`config.mk`:
```
export PLATFORM = sky130hd
export DESIGN_NAME = vtr_feature_report
export DESIGN_NICKNAME = d
export VERILOG_FILES = /design/src/common/vtr_pkg.sv /design/src/logic/vtr_feature_report.sv
export SDC_FILE = /design/constraint.sdc
export NUM_CORES = 1
export LEC_CHECK = 0
export BUFFER_PORTS_ARGS = -buffer_cell sky130_fd_sc_hd__buf_4
export CAP_MARGIN = 20
export CORE_ASPECT_RATIO = 2
export CORE_MARGIN = 2
export CORE_UTILIZATION = 32
export CTS_CLUSTER_SIZE = 30
export DETAILED_ROUTE_END_ITERATION = 10
export PLACE_DENSITY = 0.8
export SLEW_MARGIN = 20
export SYNTH_ARGS = -nofsm -noshare
export SYNTH_HDL_FRONTEND = slang
export SYNTH_SLANG_ARGS = --single-unit
export TNS_END_PERCENT = 100
```
`constraint.sdc`:
```
create_clock -name clk -period 1.2 [get_ports clk]
set_clock_uncertainty 0.05 [all_clocks]
set_input_delay 0.06 -clock clk [delete_from_list [all_inputs] [get_ports clk]]
set_output_delay 0.06 -clock clk [all_outputs]
set_load 0.02 [all_outputs]
```
`src/common/vtr_pkg.sv`:
```
// package for the virtual interrupt feature report register
// assumes a core clock domain and a system register read port from the decoder
`default_nettype none
package vtr_pkg;
  // system register encoding of the feature report register
  localparam logic [1:0] VTR_OP0 = 2'h3;
  localparam logic [2:0] VTR_OP1 = 3'h4;
  localparam logic [3:0] VTR_CRN = 4'hc;
  localparam logic [3:0] VTR_CRM = 4'hb;
  localparam logic [2:0] VTR_OP2 = 3'h1;
  // field values
  localparam logic [2:0] VTR_PRI_VAL = 3'h4;
  localparam logic [2:0] VTR_PRE_VAL = 3'h4;
  localparam logic [2:0] VTR_PRE_MAX = 3'h6;
  localparam logic [2:0] VTR_ID_VAL = 3'h0;
  localparam logic VTR_SYSTEM_ERROR_IRQ_SUPPORT_VAL = 1'h0;
  localparam logic VTR_A3V_VAL = 1'h1;
  localparam logic VTR_NV4_VAL = 1'h0;
  localparam logic VTR_TDS_VAL = 1'h1;
  localparam logic [4:0] VTR_LR_VAL = 5'h03;
  localparam logic [5:0] VTR_TRAP_CLASS = 6'h18;
  localparam logic [63:0] VTR_RESET_DATA = 64'h0;
  // exception levels
  localparam logic [1:0] VTR_EL0 = 2'h0;
  localparam logic [1:0] VTR_EL1 = 2'h1;
  localparam logic [1:0] VTR_EL2 = 2'h2;
  localparam logic [1:0] VTR_EL3 = 2'h3;

  typedef struct packed {
    logic [1:0] op0;
    logic [2:0] op1;
    logic [3:0] crn;
    logic [3:0] crm;
    logic [2:0] op2;
  } vtr_enc_t;

  typedef struct packed {
    logic [31:0] reserved_hi;
    logic [2:0] priority_width_minus_one;
    logic [2:0] preemption_width_minus_one;
    logic [2:0] identifier_width_code;
    logic system_error_irq_support;
    logic affinity3_valid;
    logic direct_injection_absent;
    logic separate_deactivate_trap_support;
    logic [13:0] reserved_lo;
    logic [4:0] list_register_count_minus_one;
  } vtr_report_t;

  typedef struct packed {
    logic done;
    logic undefined;
    logic trap;
    logic [5:0] trap_class;
    logic [63:0] data;
  } vtr_resp_t;
endpackage
`default_nettype wire

```
`src/logic/vtr_feature_report.sv`:
```
// read-only virtual interrupt feature report register with privilege checks
// assumes the instruction decoder presents a one-cycle read request on clk
`default_nettype none
// Overview of operation
// - priority width field reads 100
// - priority field matches interface control copy
// - preemption width field reads 100
// - preemption field within priority field, max 6
// - preemption field sets binary point floor
// - identifier width code reads 000
// - system error support bit reads zero
// - affinity3 valid bit reads one
// - direct injection absent bit reads zero
// - separate deactivate trap bit reads one
// - list register count field reads 00011
// - application level read is undefined
// - kernel read traps class 0x18 or undefined
// - hypervisor and monitor reads return contents
// - no hypervisor level: zeros, absent bit one
module vtr_feature_report (
  input wire logic clk,
  input wire logic rst,
  input wire logic clk_en,
  input wire logic rd_req,
  input wire logic wr_req,
  input wire vtr_pkg::vtr_enc_t rd_enc,
  input wire logic [1:0] cur_el,
  input wire logic el2_enabled,
  input wire logic nested_virtualization_enable,
  input wire logic el2_implemented,
  output logic hit,
  output vtr_pkg::vtr_resp_t resp,
  output logic [2:0] priority_width_minus_one,
  output logic [2:0] min_virtual_group0_binary_point
);
  import vtr_pkg::*;

  // one-hot answer shape of an access; one code per kind of reply
  typedef enum logic [4:0] {
    VTR_OUT_NONE = 5'h01,
    VTR_OUT_UNDEF = 5'h02,
    VTR_OUT_TRAP = 5'h04,
    VTR_OUT_FULL = 5'h08,
    VTR_OUT_BARE = 5'h10
  } vtr_outcome_t;

  vtr_report_t field_view;
  vtr_report_t used_mask;
  vtr_report_t bare_view;
  wire [63:0] full_bits;
  wire [4:0] enc_match;
  logic [2:0] preemption_value;
  logic taken;
  logic kernel_trap;
  vtr_outcome_t outcome;
  vtr_resp_t resp_reg;
  vtr_resp_t resp_next;
  logic [2:0] pri_alias_reg;
  logic [2:0] pri_alias_next;
  logic [2:0] bp_floor_reg;
  logic [2:0] bp_floor_next;

  // clamp only matters if the constants are ever edited into a bad pair
  always_comb begin
    if (VTR_PRE_VAL > VTR_PRI_VAL) begin
      preemption_value = VTR_PRI_VAL;
    end else begin
      preemption_value = VTR_PRE_VAL;
    end
    if (preemption_value > VTR_PRE_MAX) begin
      preemption_value = VTR_PRE_MAX;
    end
  end

  // fields are constants with no storage, so no write can alter them
  always_comb begin
    field_view = '0;
    field_view.priority_width_minus_one = VTR_PRI_VAL;
    field_view.preemption_width_minus_one = preemption_value;
    field_view.identifier_width_code = VTR_ID_VAL;
    field_view.system_error_irq_support = VTR_SYSTEM_ERROR_IRQ_SUPPORT_VAL;
    field_view.affinity3_valid = VTR_A3V_VAL;
    field_view.direct_injection_absent = VTR_NV4_VAL;
    field_view.separate_deactivate_trap_support = VTR_TDS_VAL;
    field_view.list_register_count_minus_one = VTR_LR_VAL;
  end

  // marks the defined fields; every other bit is reserved
  always_comb begin
    used_mask = '0;
    used_mask.priority_width_minus_one = '1;
    used_mask.preemption_width_minus_one = '1;
    used_mask.identifier_width_code = '1;
    used_mask.system_error_irq_support = 1'b1;
    used_mask.affinity3_valid = 1'b1;
    used_mask.direct_injection_absent = 1'b1;
    used_mask.separate_deactivate_trap_support = 1'b1;
    used_mask.list_register_count_minus_one = '1;
  end

  // without a hypervisor level only the absent flag reads one
  always_comb begin
    bare_view = '0;
    bare_view.direct_injection_absent = 1'b1;
  end

  // a field that slips into a reserved range is masked off bit by bit
  genvar bit_idx;
  generate
    for (bit_idx = 0; bit_idx < $bits(vtr_report_t); bit_idx = bit_idx + 1) begin : g_mask
      assign full_bits[bit_idx] = field_view[bit_idx] & used_mask[bit_idx];
    end
  endgenerate

  // copies for the interface control register and the binary point floor;
  // registered so both views agree from the first edge after reset
  always_comb begin
    pri_alias_next = field_view.priority_width_minus_one;
    bp_floor_next = preemption_value;
  end

  always_ff @(posedge clk) begin
    if (rst) begin
      pri_alias_reg <= VTR_PRI_VAL;
      bp_floor_reg <= preemption_value;
    end else if (clk_en) begin
      pri_alias_reg <= pri_alias_next;
      bp_floor_reg <= bp_floor_next;
    end
  end

  assign priority_width_minus_one = pri_alias_reg;
  assign min_virtual_group0_binary_point = bp_floor_reg;

  // each encoding field is compared on its own, then all must agree
  assign enc_match[0] = rd_enc.op0 == VTR_OP0;
  assign enc_match[1] = rd_enc.op1 == VTR_OP1;
  assign enc_match[2] = rd_enc.crn == VTR_CRN;
  assign enc_match[3] = rd_enc.crm == VTR_CRM;
  assign enc_match[4] = rd_enc.op2 == VTR_OP2;
  assign hit = &enc_match;

  // writes to this encoding are served elsewhere; nothing here is stored
  assign taken = rd_req && hit && !wr_req;
  assign kernel_trap = el2_enabled && nested_virtualization_enable;

  // privilege decides the answer shape before any data is chosen
  always_comb begin
    outcome = VTR_OUT_NONE;
    if (taken) begin
      case (cur_el)
        VTR_EL0: begin
          outcome = VTR_OUT_UNDEF;
        end
        VTR_EL1: begin
          if (kernel_trap) begin
            outcome = VTR_OUT_TRAP;
          end else begin
            outcome = VTR_OUT_UNDEF;
          end
        end
        VTR_EL2: begin
          outcome = VTR_OUT_FULL;
        end
        VTR_EL3: begin
          if (el2_implemented) begin
            outcome = VTR_OUT_FULL;
          end else begin
            outcome = VTR_OUT_BARE;
          end
        end
        default: begin
          outcome = VTR_OUT_UNDEF;
        end
      endcase
    end
  end

  // every field of the reply is spelled out per shape, so none leaks across
  always_comb begin
    resp_next = '0;
    case (outcome)
      VTR_OUT_UNDEF: begin
        resp_next.done = 1'b1;
        resp_next.undefined = 1'b1;
        resp_next.trap = 1'b0;
        resp_next.trap_class = '0;
        resp_next.data = '0;
      end
      VTR_OUT_TRAP: begin
        resp_next.done = 1'b1;
        resp_next.undefined = 1'b0;
        resp_next.trap = 1'b1;
        resp_next.trap_class = VTR_TRAP_CLASS;
        resp_next.data = '0;
      end
      VTR_OUT_FULL: begin
        resp_next.done = 1'b1;
        resp_next.undefined = 1'b0;
        resp_next.trap = 1'b0;
        resp_next.trap_class = '0;
        resp_next.data = full_bits;
      end
      VTR_OUT_BARE: begin
        resp_next.done = 1'b1;
        resp_next.undefined = 1'b0;
        resp_next.trap = 1'b0;
        resp_next.trap_class = '0;
        resp_next.data = bare_view;
      end
      default: begin
        resp_next = '0;
      end
    endcase
  end

  always_ff @(posedge clk) begin
    if (rst) begin
      resp_reg <= '0;
    end else if (clk_en) begin
      resp_reg <= resp_next;
    end
  end

  assign resp = resp_reg;
endmodule
`default_nettype wire

```
* Word-level counts from Yosys, hierarchy flattened *
Index checks and enable logic that the tools add are counted.

storage, ports and cells
  output and inout bits = 80
  register bits = 73
  word-level logic and storage cells = 28
  input bits = 26

cells by class
  equal/unequal tests = 12
  reductions and logical operators = 6
  muxes and demuxes = 5

operator list
  cell                                                 count
  case mux 73 bit (4 select lines)                     1
  case mux 5 bit (4 select lines)                      1
  two-way mux 5 bit                                    2
  equality test 4 bit, second input constant           2
  equality test 2 bit, second input constant           3
  equality test 5 x 2 -> 1 bit, second input constant  1
  equality test 5 x 3 -> 1 bit, second input constant  1
  equality test 5 x 4 -> 1 bit, second input constant  1
  equality test 5 bit, second input constant           1
  AND reduction 5 bit                                  1
  equality test 3 x 1 -> 1 bit, second input constant  1
  equality test 3 bit, second input constant           1
  logical AND 1 bit                                    3
  two-way mux 3 bit                                    1
  equality test 2 x 1 -> 1 bit, second input constant  1
  zero test 2 bit                                      1
  zero test 1 bit                                      1

* Longest topological paths before layout *
Gate-level depths: netlist of run 1.

  depth in word-level cells = 7
  depth in mapped cells = 3
  gate-level depth less buffers = 3

* Worst setup path after synthesis of run 1 *
OpenSTA, ideal clock, no wires.

  kind = input-to-reg
  from = input port rd_enc[12] (netlist bit)
  to = register resp_reg (netlist bit resp[71])
  data required time = 1.054 ns
  setup time = 0.096 ns
  slack = 0.245 ns
  stages on the path = 3
  arrival time = 0.810 ns
  path buffers = 0
  cell sequence = nor4_2 -> nand4_2 -> o41ai_2

between the ends
  word-level cells in the longest chain between the ends = 7
  elaborated cells between the ends (all ways) = 10
  those cells by class = eq/ne: 5; mux: 2; reduce/logical: 3

RTL lines
  what                                               line                       source
  start, declared                                    vtr_feature_report.sv:26   input wire vtr_pkg::vtr_enc_t rd_enc,
  equality test 3 bit *                              vtr_feature_report.sv:137  assign enc_match[1] = rd_enc.op1 == VTR_OP1;
  AND reduction 5 bit *                              vtr_feature_report.sv:141  assign hit = &enc_match;
  logical AND 1 bit * (2 in a row)                   vtr_feature_report.sv:144  assign taken = rd_req && hit && !wr_req;
  two-way mux 5 bit *                                vtr_feature_report.sv:150  if (taken) begin
  equality test 5 bit, or another cell as far along  vtr_feature_report.sv:182  case (outcome)
  case mux 73 bit (4 select lines) *                 vtr_feature_report.sv:182
  end signal, assigned                               vtr_feature_report.sv:221  resp_reg <= resp_next;
  end, declared                                      vtr_feature_report.sv:56   vtr_resp_t resp_reg;

Every way passes the cells marked *; elsewhere a longest branch is shown, timed or not.
A chain may end at the register's enable or synchronous reset.

* Worst setup path after layout of run 1 *
  from = input port rd_enc[12] (netlist bit)
  to = output port hit

between the ends
  word-level cells in the longest chain between the ends = 2

RTL lines
  what                 line                       source
  equality test 3 bit  vtr_feature_report.sv:137
  AND reduction 5 bit  vtr_feature_report.sv:141
  end, declared        vtr_feature_report.sv:31   output logic hit,

No other way between the ends.

==> results of run 1 <==
==> metrics by stage <==
stage          instances  instance area, um2
2_1_floorplan        171                1081
3_3_place_gp         163               845.8
3_5_place_dp         163               845.8
4_1_cts              167               890.9
5_1_grt              167               890.9
6_report             167               890.9
==> cells by family (layout without fill, tap and decap cells) <==
logic type,Yosys count,after routing,synth area share [%]
other,2,67,0.8972
buffers and inverters,75,43,66.82
and+or+nand+nor,19,19,16.00
DFF,5,5,11.96
AOI/OAI and AO/OA,5,5,4.335
==> layout by cell type (no fill, tap or decap) <==
| cell type | n |
|---|---|
| conb_1 | 67 |
| buf_4 | 38 |
| nand2_1 | 5 |
| dfxtp_1 | 5 |
| o21ai_0 | 4 |
| clkbuf_8 | 3 |
| and4bb_2 | 2 |
| nor2_1 | 2 |
| nand3_1 | 2 |
| and4_1 | 1 |
| nor4_2 | 1 |
| and4b_1 | 1 |
| nand4_2 | 1 |
| inv_1 | 1 |
| and3_1 | 1 |
| o41ai_2 | 1 |
| nand4b_1 | 1 |
| nand2b_1 | 1 |
| nand3b_1 | 1 |
| clkbuf_1 | 1 |
==> worst max-delay path by stage <==
stage                     endpoint  slack [ps]  cells past startpoint
after CTS                      hit         180                      5
final                          hit         200                      5
after global placement    resp[71]          70                      4
after global routing           hit         120                      5
after detailed placement  resp[71]          20                      4
after floorplan           resp[71]         240                      3
==> area by class of cell <==
cell class,instances,area [um2]
Fill cell,303,1614
Multi-Input combinational cell,91,421.7
Timing Repair Buffer,38,285.3
Sequential cell,5,100.1
Clock buffer,4,45.04
Tap cell,28,35.03
Inverter,1,3.754
==> routing by layer <==
layer	vias to the layer above	global-route usage [%]	routed length, um
li1	265	-	-
met1	243	6.318	284
met2	79	14.68	684
met3	4	2.041	312
met4	0	9.310	58
met5	-	0	0
==> power breakdown <==
part           switching [mW]  leakage, nW  internal [mW]
Combinational           0.209        0.476         0.0596
Clock                  0.0867       0.0228          0.228
Sequential        0.000000137       0.0402          0.167
==> out/results.txt, run 1 <==
Number of buffers added on ports = 38
Setup violators final = 0
Chip width = 40.17 um
GRT overflow = 0
Vias in the first global route = 421
Worst setup margin = 195.9 ps
Post-synth top flop = dfxtp_1
Routed WL per cell = 8.024 um
Syn-to-layout area delta = 6.427%
Min-delay worst type = in -> reg
Arrival @ worst endpoint = 890 ps
Most common cell on crit path = buf_4
Crit Path Max Fanout = 6
Worst-Skew Late Latency = 220 ps
Syn_area_per_cell = 7.897 um2
CTS buffer count = 3
CTS tree = built
Worst path buffer plus inverter count = 3
Via Count = 591
Final core utilization = 35.56%
Sequential area share after synthesis = 11.96%
Crit start category = primary input
Setup bufs post-CTS = 0
HP Start = cur_el[1]
Starting Density = 33.42%
Count of flip-flops with a built-in enable after synthesis = 0
Static Leak = 0.5385 nW
Antenna cells = 0
R2r endpoint = resp[28]
Initial DRT Pass Iterations = 2
CP max stage cell = nor4_2
Iteration-0 DRC Markers = 2
Yosys reg bits = 5
Final Hold Violating Endpoints = 0
Maximum VDD drop = 0.0005221 V
WL final = 1.340 mm
Hold Path Sink = resp[71]
ANT nets after route = 0
Max incr delay on CP = 280 ps
CP delay by family, top = simple AND/OR/NAND/NOR gates
Worst Path Required = 1090 ps
Core Region = 0.002505 mm2
Post-synth ARST share = 0%
CTS sink cnt = 5
Critical path startpoint = rd_enc[12]
Cell count after synthesis = 106
Leading area contributor after synthesis = buf_4
Worst hold stages = 2
Clock-pin slew on the worst setup and hold paths = 40 ps
Cts hold-fix bufs = 0
Initial antenna violation count = 0
Min Tclk post-route = 1004 ps
Crit Path Class = in -> out
Synth top area share = 66.37%
Final Power = 750.8 uW
Num rows = 26
GRT Total Usage = 8.644%
H-tree depth = 1
Hpwl dp = 1.249 mm
Largest net degree at the start of global routing = 8
RR Startpoint = resp[28]
R2R depth = 2
Synth unique cells = 18
Crit path capture type = output port
Ranking of synthesized cells by area = buf_4, dfxtp_1, and4bb_2, o21ai_0, nand2_1
Clk buf depth = 2
Hold slack = 11.39 ps
Synth top cells by count = buf_4, dfxtp_1, nand2_1
Status = complete, no violations
Power per Cell Area = 842.8 mW/mm2
Ports = 106
Post-synthesis cell area = 837.1 um2
Routability cong. = 0.6416
Number of remaining DRC errors = 0
Die extent in y = 76.33 um
Root buffer cell = clkbuf_8
Fmax = 995.9 MHz
Worst slack at placement = 19.00 ps
Die area = 0.003066 mm2
RSZ-0062 raised after global routing = no
Cell with the most instances after synthesis = buf_4
Ys Warns = 0
Cell breakdown of the critical path = buf_4 -> nor4_2 -> nand4_2 -> inv_1 -> buf_4
Share of cells above drive strength 1 = 33.09%
Max cap viols = 0
Cts repair resizes = 0
Drt via density = 3.539
Setup TNS = 0 ps
Max reg flops = 5
Period Utilization, post-route = 83.67%
Pins Over Slew Limit = 0
First-pass GRT wire length = 1.704 mm
Final net count = 166
Worst R2R Setup Slack = 530 ps
Note: power is estimated with default switching activity, not from simulation.
==> inputs of run 2 (changes only) <==
--- a/config.mk
+++ b/config.mk
@@ -9,10 +9,10 @@
 export CAP_MARGIN = 20
 export CORE_ASPECT_RATIO = 2
 export CORE_MARGIN = 2
-export CORE_UTILIZATION = 32
+export CORE_UTILIZATION = 29
 export CTS_CLUSTER_SIZE = 30
 export DETAILED_ROUTE_END_ITERATION = 10
-export PLACE_DENSITY = 0.8
+export PLACE_DENSITY = 0.77
 export SLEW_MARGIN = 20
 export SYNTH_ARGS = -nofsm -noshare
 export SYNTH_HDL_FRONTEND = slang
==> constraint.sdc (replaced) <==
create_clock -name clk -period 0.9 [get_ports clk]
set_clock_uncertainty 0.05 [all_clocks]
set_input_delay 0.045 -clock clk [delete_from_list [all_inputs] [get_ports clk]]
set_output_delay 0.045 -clock clk [all_outputs]
set_load 0.02 [all_outputs]
==> run 2 against run 1 <==
Effect of this change: the flow now finishes with violations (hold timing); clock power is 31% higher; utilization is 2.0 points lower; design area is 3.2% higher; via count is 0.51% higher; sequential cell count stayed put; global-route usage is 0.23 points lower; first-iteration DRC count is 100% higher; non-clock buffer count is 1 higher; hold slack worse by 11 ps; sequential share of layout area is 0.057 points higher; setup slack worse by 170 ps; register-to-register slack worse by 270 ps.
==> out/results.txt, run 2 (synthesized netlist as in run 1, its figures left out) <==
Number of remaining DRC errors = 0
Internal Power = 606.3 uW
Worst Path Required = 810 ps
Period Utilization, post-route = 97.58%
ANT nets after route = 0
Root buffer cell = clkbuf_8
Min-delay worst type = in -> reg
Power per Cell Area = 1086 mW/mm2
Power share of the clock group = 41.3%
CP max stage cell = nor4_4
Fmax = 1139 MHz
Antenna cells = 0
Met1 layer usage reported by global route = 5.946%
Final Power = 998.7 uW
Pins Over Slew Limit = 0
Routed WL per cell = 8.556 um
Number of buffers added on ports = 38
Met2 Usage GRT = 15.63%
RSZ-0062 raised after global routing = yes
Commonest non-fill, non-tap cell in the layout = conb_1
Final net count = 167
CTS buffer count = 3
Setup TNS = 0 ps
Largest net degree at the start of global routing = 8
Hold slack = -0.05564 ps
Final Hold Violating Endpoints = 1
First-pass GRT wire length = 1.959 mm
Crit path capture type = output port
Worst path buffer plus inverter count = 3
Initial antenna violation count = 0
GRT overflow = 0
CTS sink cnt = 5
Part of the power in registers = 22.0%
Min Tclk post-route = 878.2 ps
Status = complete, but fails checks
Vias in the first global route = 431
Static Leak = 0.5444 nW
Combinational Power Share = 36.6%
Net Sw Frac = 39.29%
Max incr delay on CP = 250 ps
Core Region = 0.002736 mm2
NetSw = 392.4 uW
WL final = 1.446 mm
Maximum VDD drop = 0.0007160 V
Crit Path Max Fanout = 3
Routability cong. = 0.6115
Die area = 0.003358 mm2
GR peak layer = met2
Worst-Skew Late Latency = 220 ps
Drt via density = 3.515
CP delay by family, top = simple AND/OR/NAND/NOR gates
Share of cells above drive strength 1 = 35.00%
Placed insts = 165
Via Count = 594
Max reg flops = 5
Arrival @ worst endpoint = 780 ps
Final core utilization = 33.61%
Most frequent cells in the layout = conb_1, buf_4, nand2_1
Non-Filler Instances = 169
Violated checks = hold timing
Hpwl dp = 1.323 mm
Clk buf depth = 2
Crit start category = primary input
Met3 Usage GRT = 3.620%
Max cap viols = 0
CTS tree = built
Starting Density = 30.59%
H-tree depth = 1
Crit Path Class = in -> out
Setup bufs post-CTS = 0
Syn-to-layout area delta = 9.865%
Num rows = 27
Clock-pin slew on the worst setup and hold paths = 30 ps
GRT Total Usage = 8.413%
Chip width = 41.99 um
Initial DRT Pass Iterations = 4
Ports = 106
Setup violators final = 0
Die extent in y = 79.98 um
Iteration-0 DRC Markers = 4
Cell breakdown of the critical path = buf_4 -> nor4_4 -> nand4_2 -> inv_2 -> buf_6
[run 2: changes by cell type in the layout (fill, tap and decap cells not counted), sizes merged]
| cell | change |
|---|---|
| buf | +1 |
[run 2: routing by layer]
layer | wire (um) | share of wire (%) | vias up
met3 | 306 | 21 | 4
met1 | 360 | 25 | 239
met2 | 729 | 50 | 84
met5 | 0 | 0 | -
met4 | 48 | 3.3 | 0
li1 | - | - | 267
[run 2: stage by stage]
step | instance area, um2 | setup WS [ps] | hold slack [ps]
floorplan | 1081 | -22.75 | 94.68
global placement | 854.6 | -149.2 | 216.9
detailed placement | 854.6 | -179.6 | 225.5
CTS | 917.1 | 4.177 | -1.549
global route | 919.6 | -16.31 | 13.47
finish | 919.6 | 21.77 | -0.05564
[run 2: cell type report]
class | count | area [um2]
fill | 307 | 1817
timing repair buffer | 39 | 300.3
inverter | 1 | 3.754
tap | 29 | 36.28
clock buffer | 4 | 45.04
multi-input combinational | 91 | 430.4
sequential | 5 | 103.9
[run 2: worst paths after layout]
check        startpoint  endpoint  slack, ps  cells after the start
max reg2reg    resp[28]  resp[28]        260                      2
min reg2reg    resp[72]  resp[72]        400                      2
max          rd_enc[11]       hit         20                      5
min           cur_el[1]  resp[71]      -0.06                      2
[run 2: repair_timing]
item | 4_1_cts | 5_1_grt
resized for setup | 5 | 1
hold endpoints to repair | 1 | 0
pin swaps | 2 | 0
setup endpoints to repair | 7 | 8
[run 2: power by group through the flow]
stage               Clock, mW  Combinational [mW]  Sequential [mW]
floorplan                   0               0.485            0.226
global placement            0               0.352            0.226
detailed placement          0               0.354            0.226
CTS                     0.419               0.360            0.223
global route            0.435               0.388            0.220
finish                  0.413               0.366            0.220
[run 2: worst register-to-register path, delay by kind of cell (launching register included)]
family / cells / cell delay, ps
AOI/OAI and AO/OA: 1 / 60
and+or+nand+nor: 1 / 50
DFF: 1 / 350
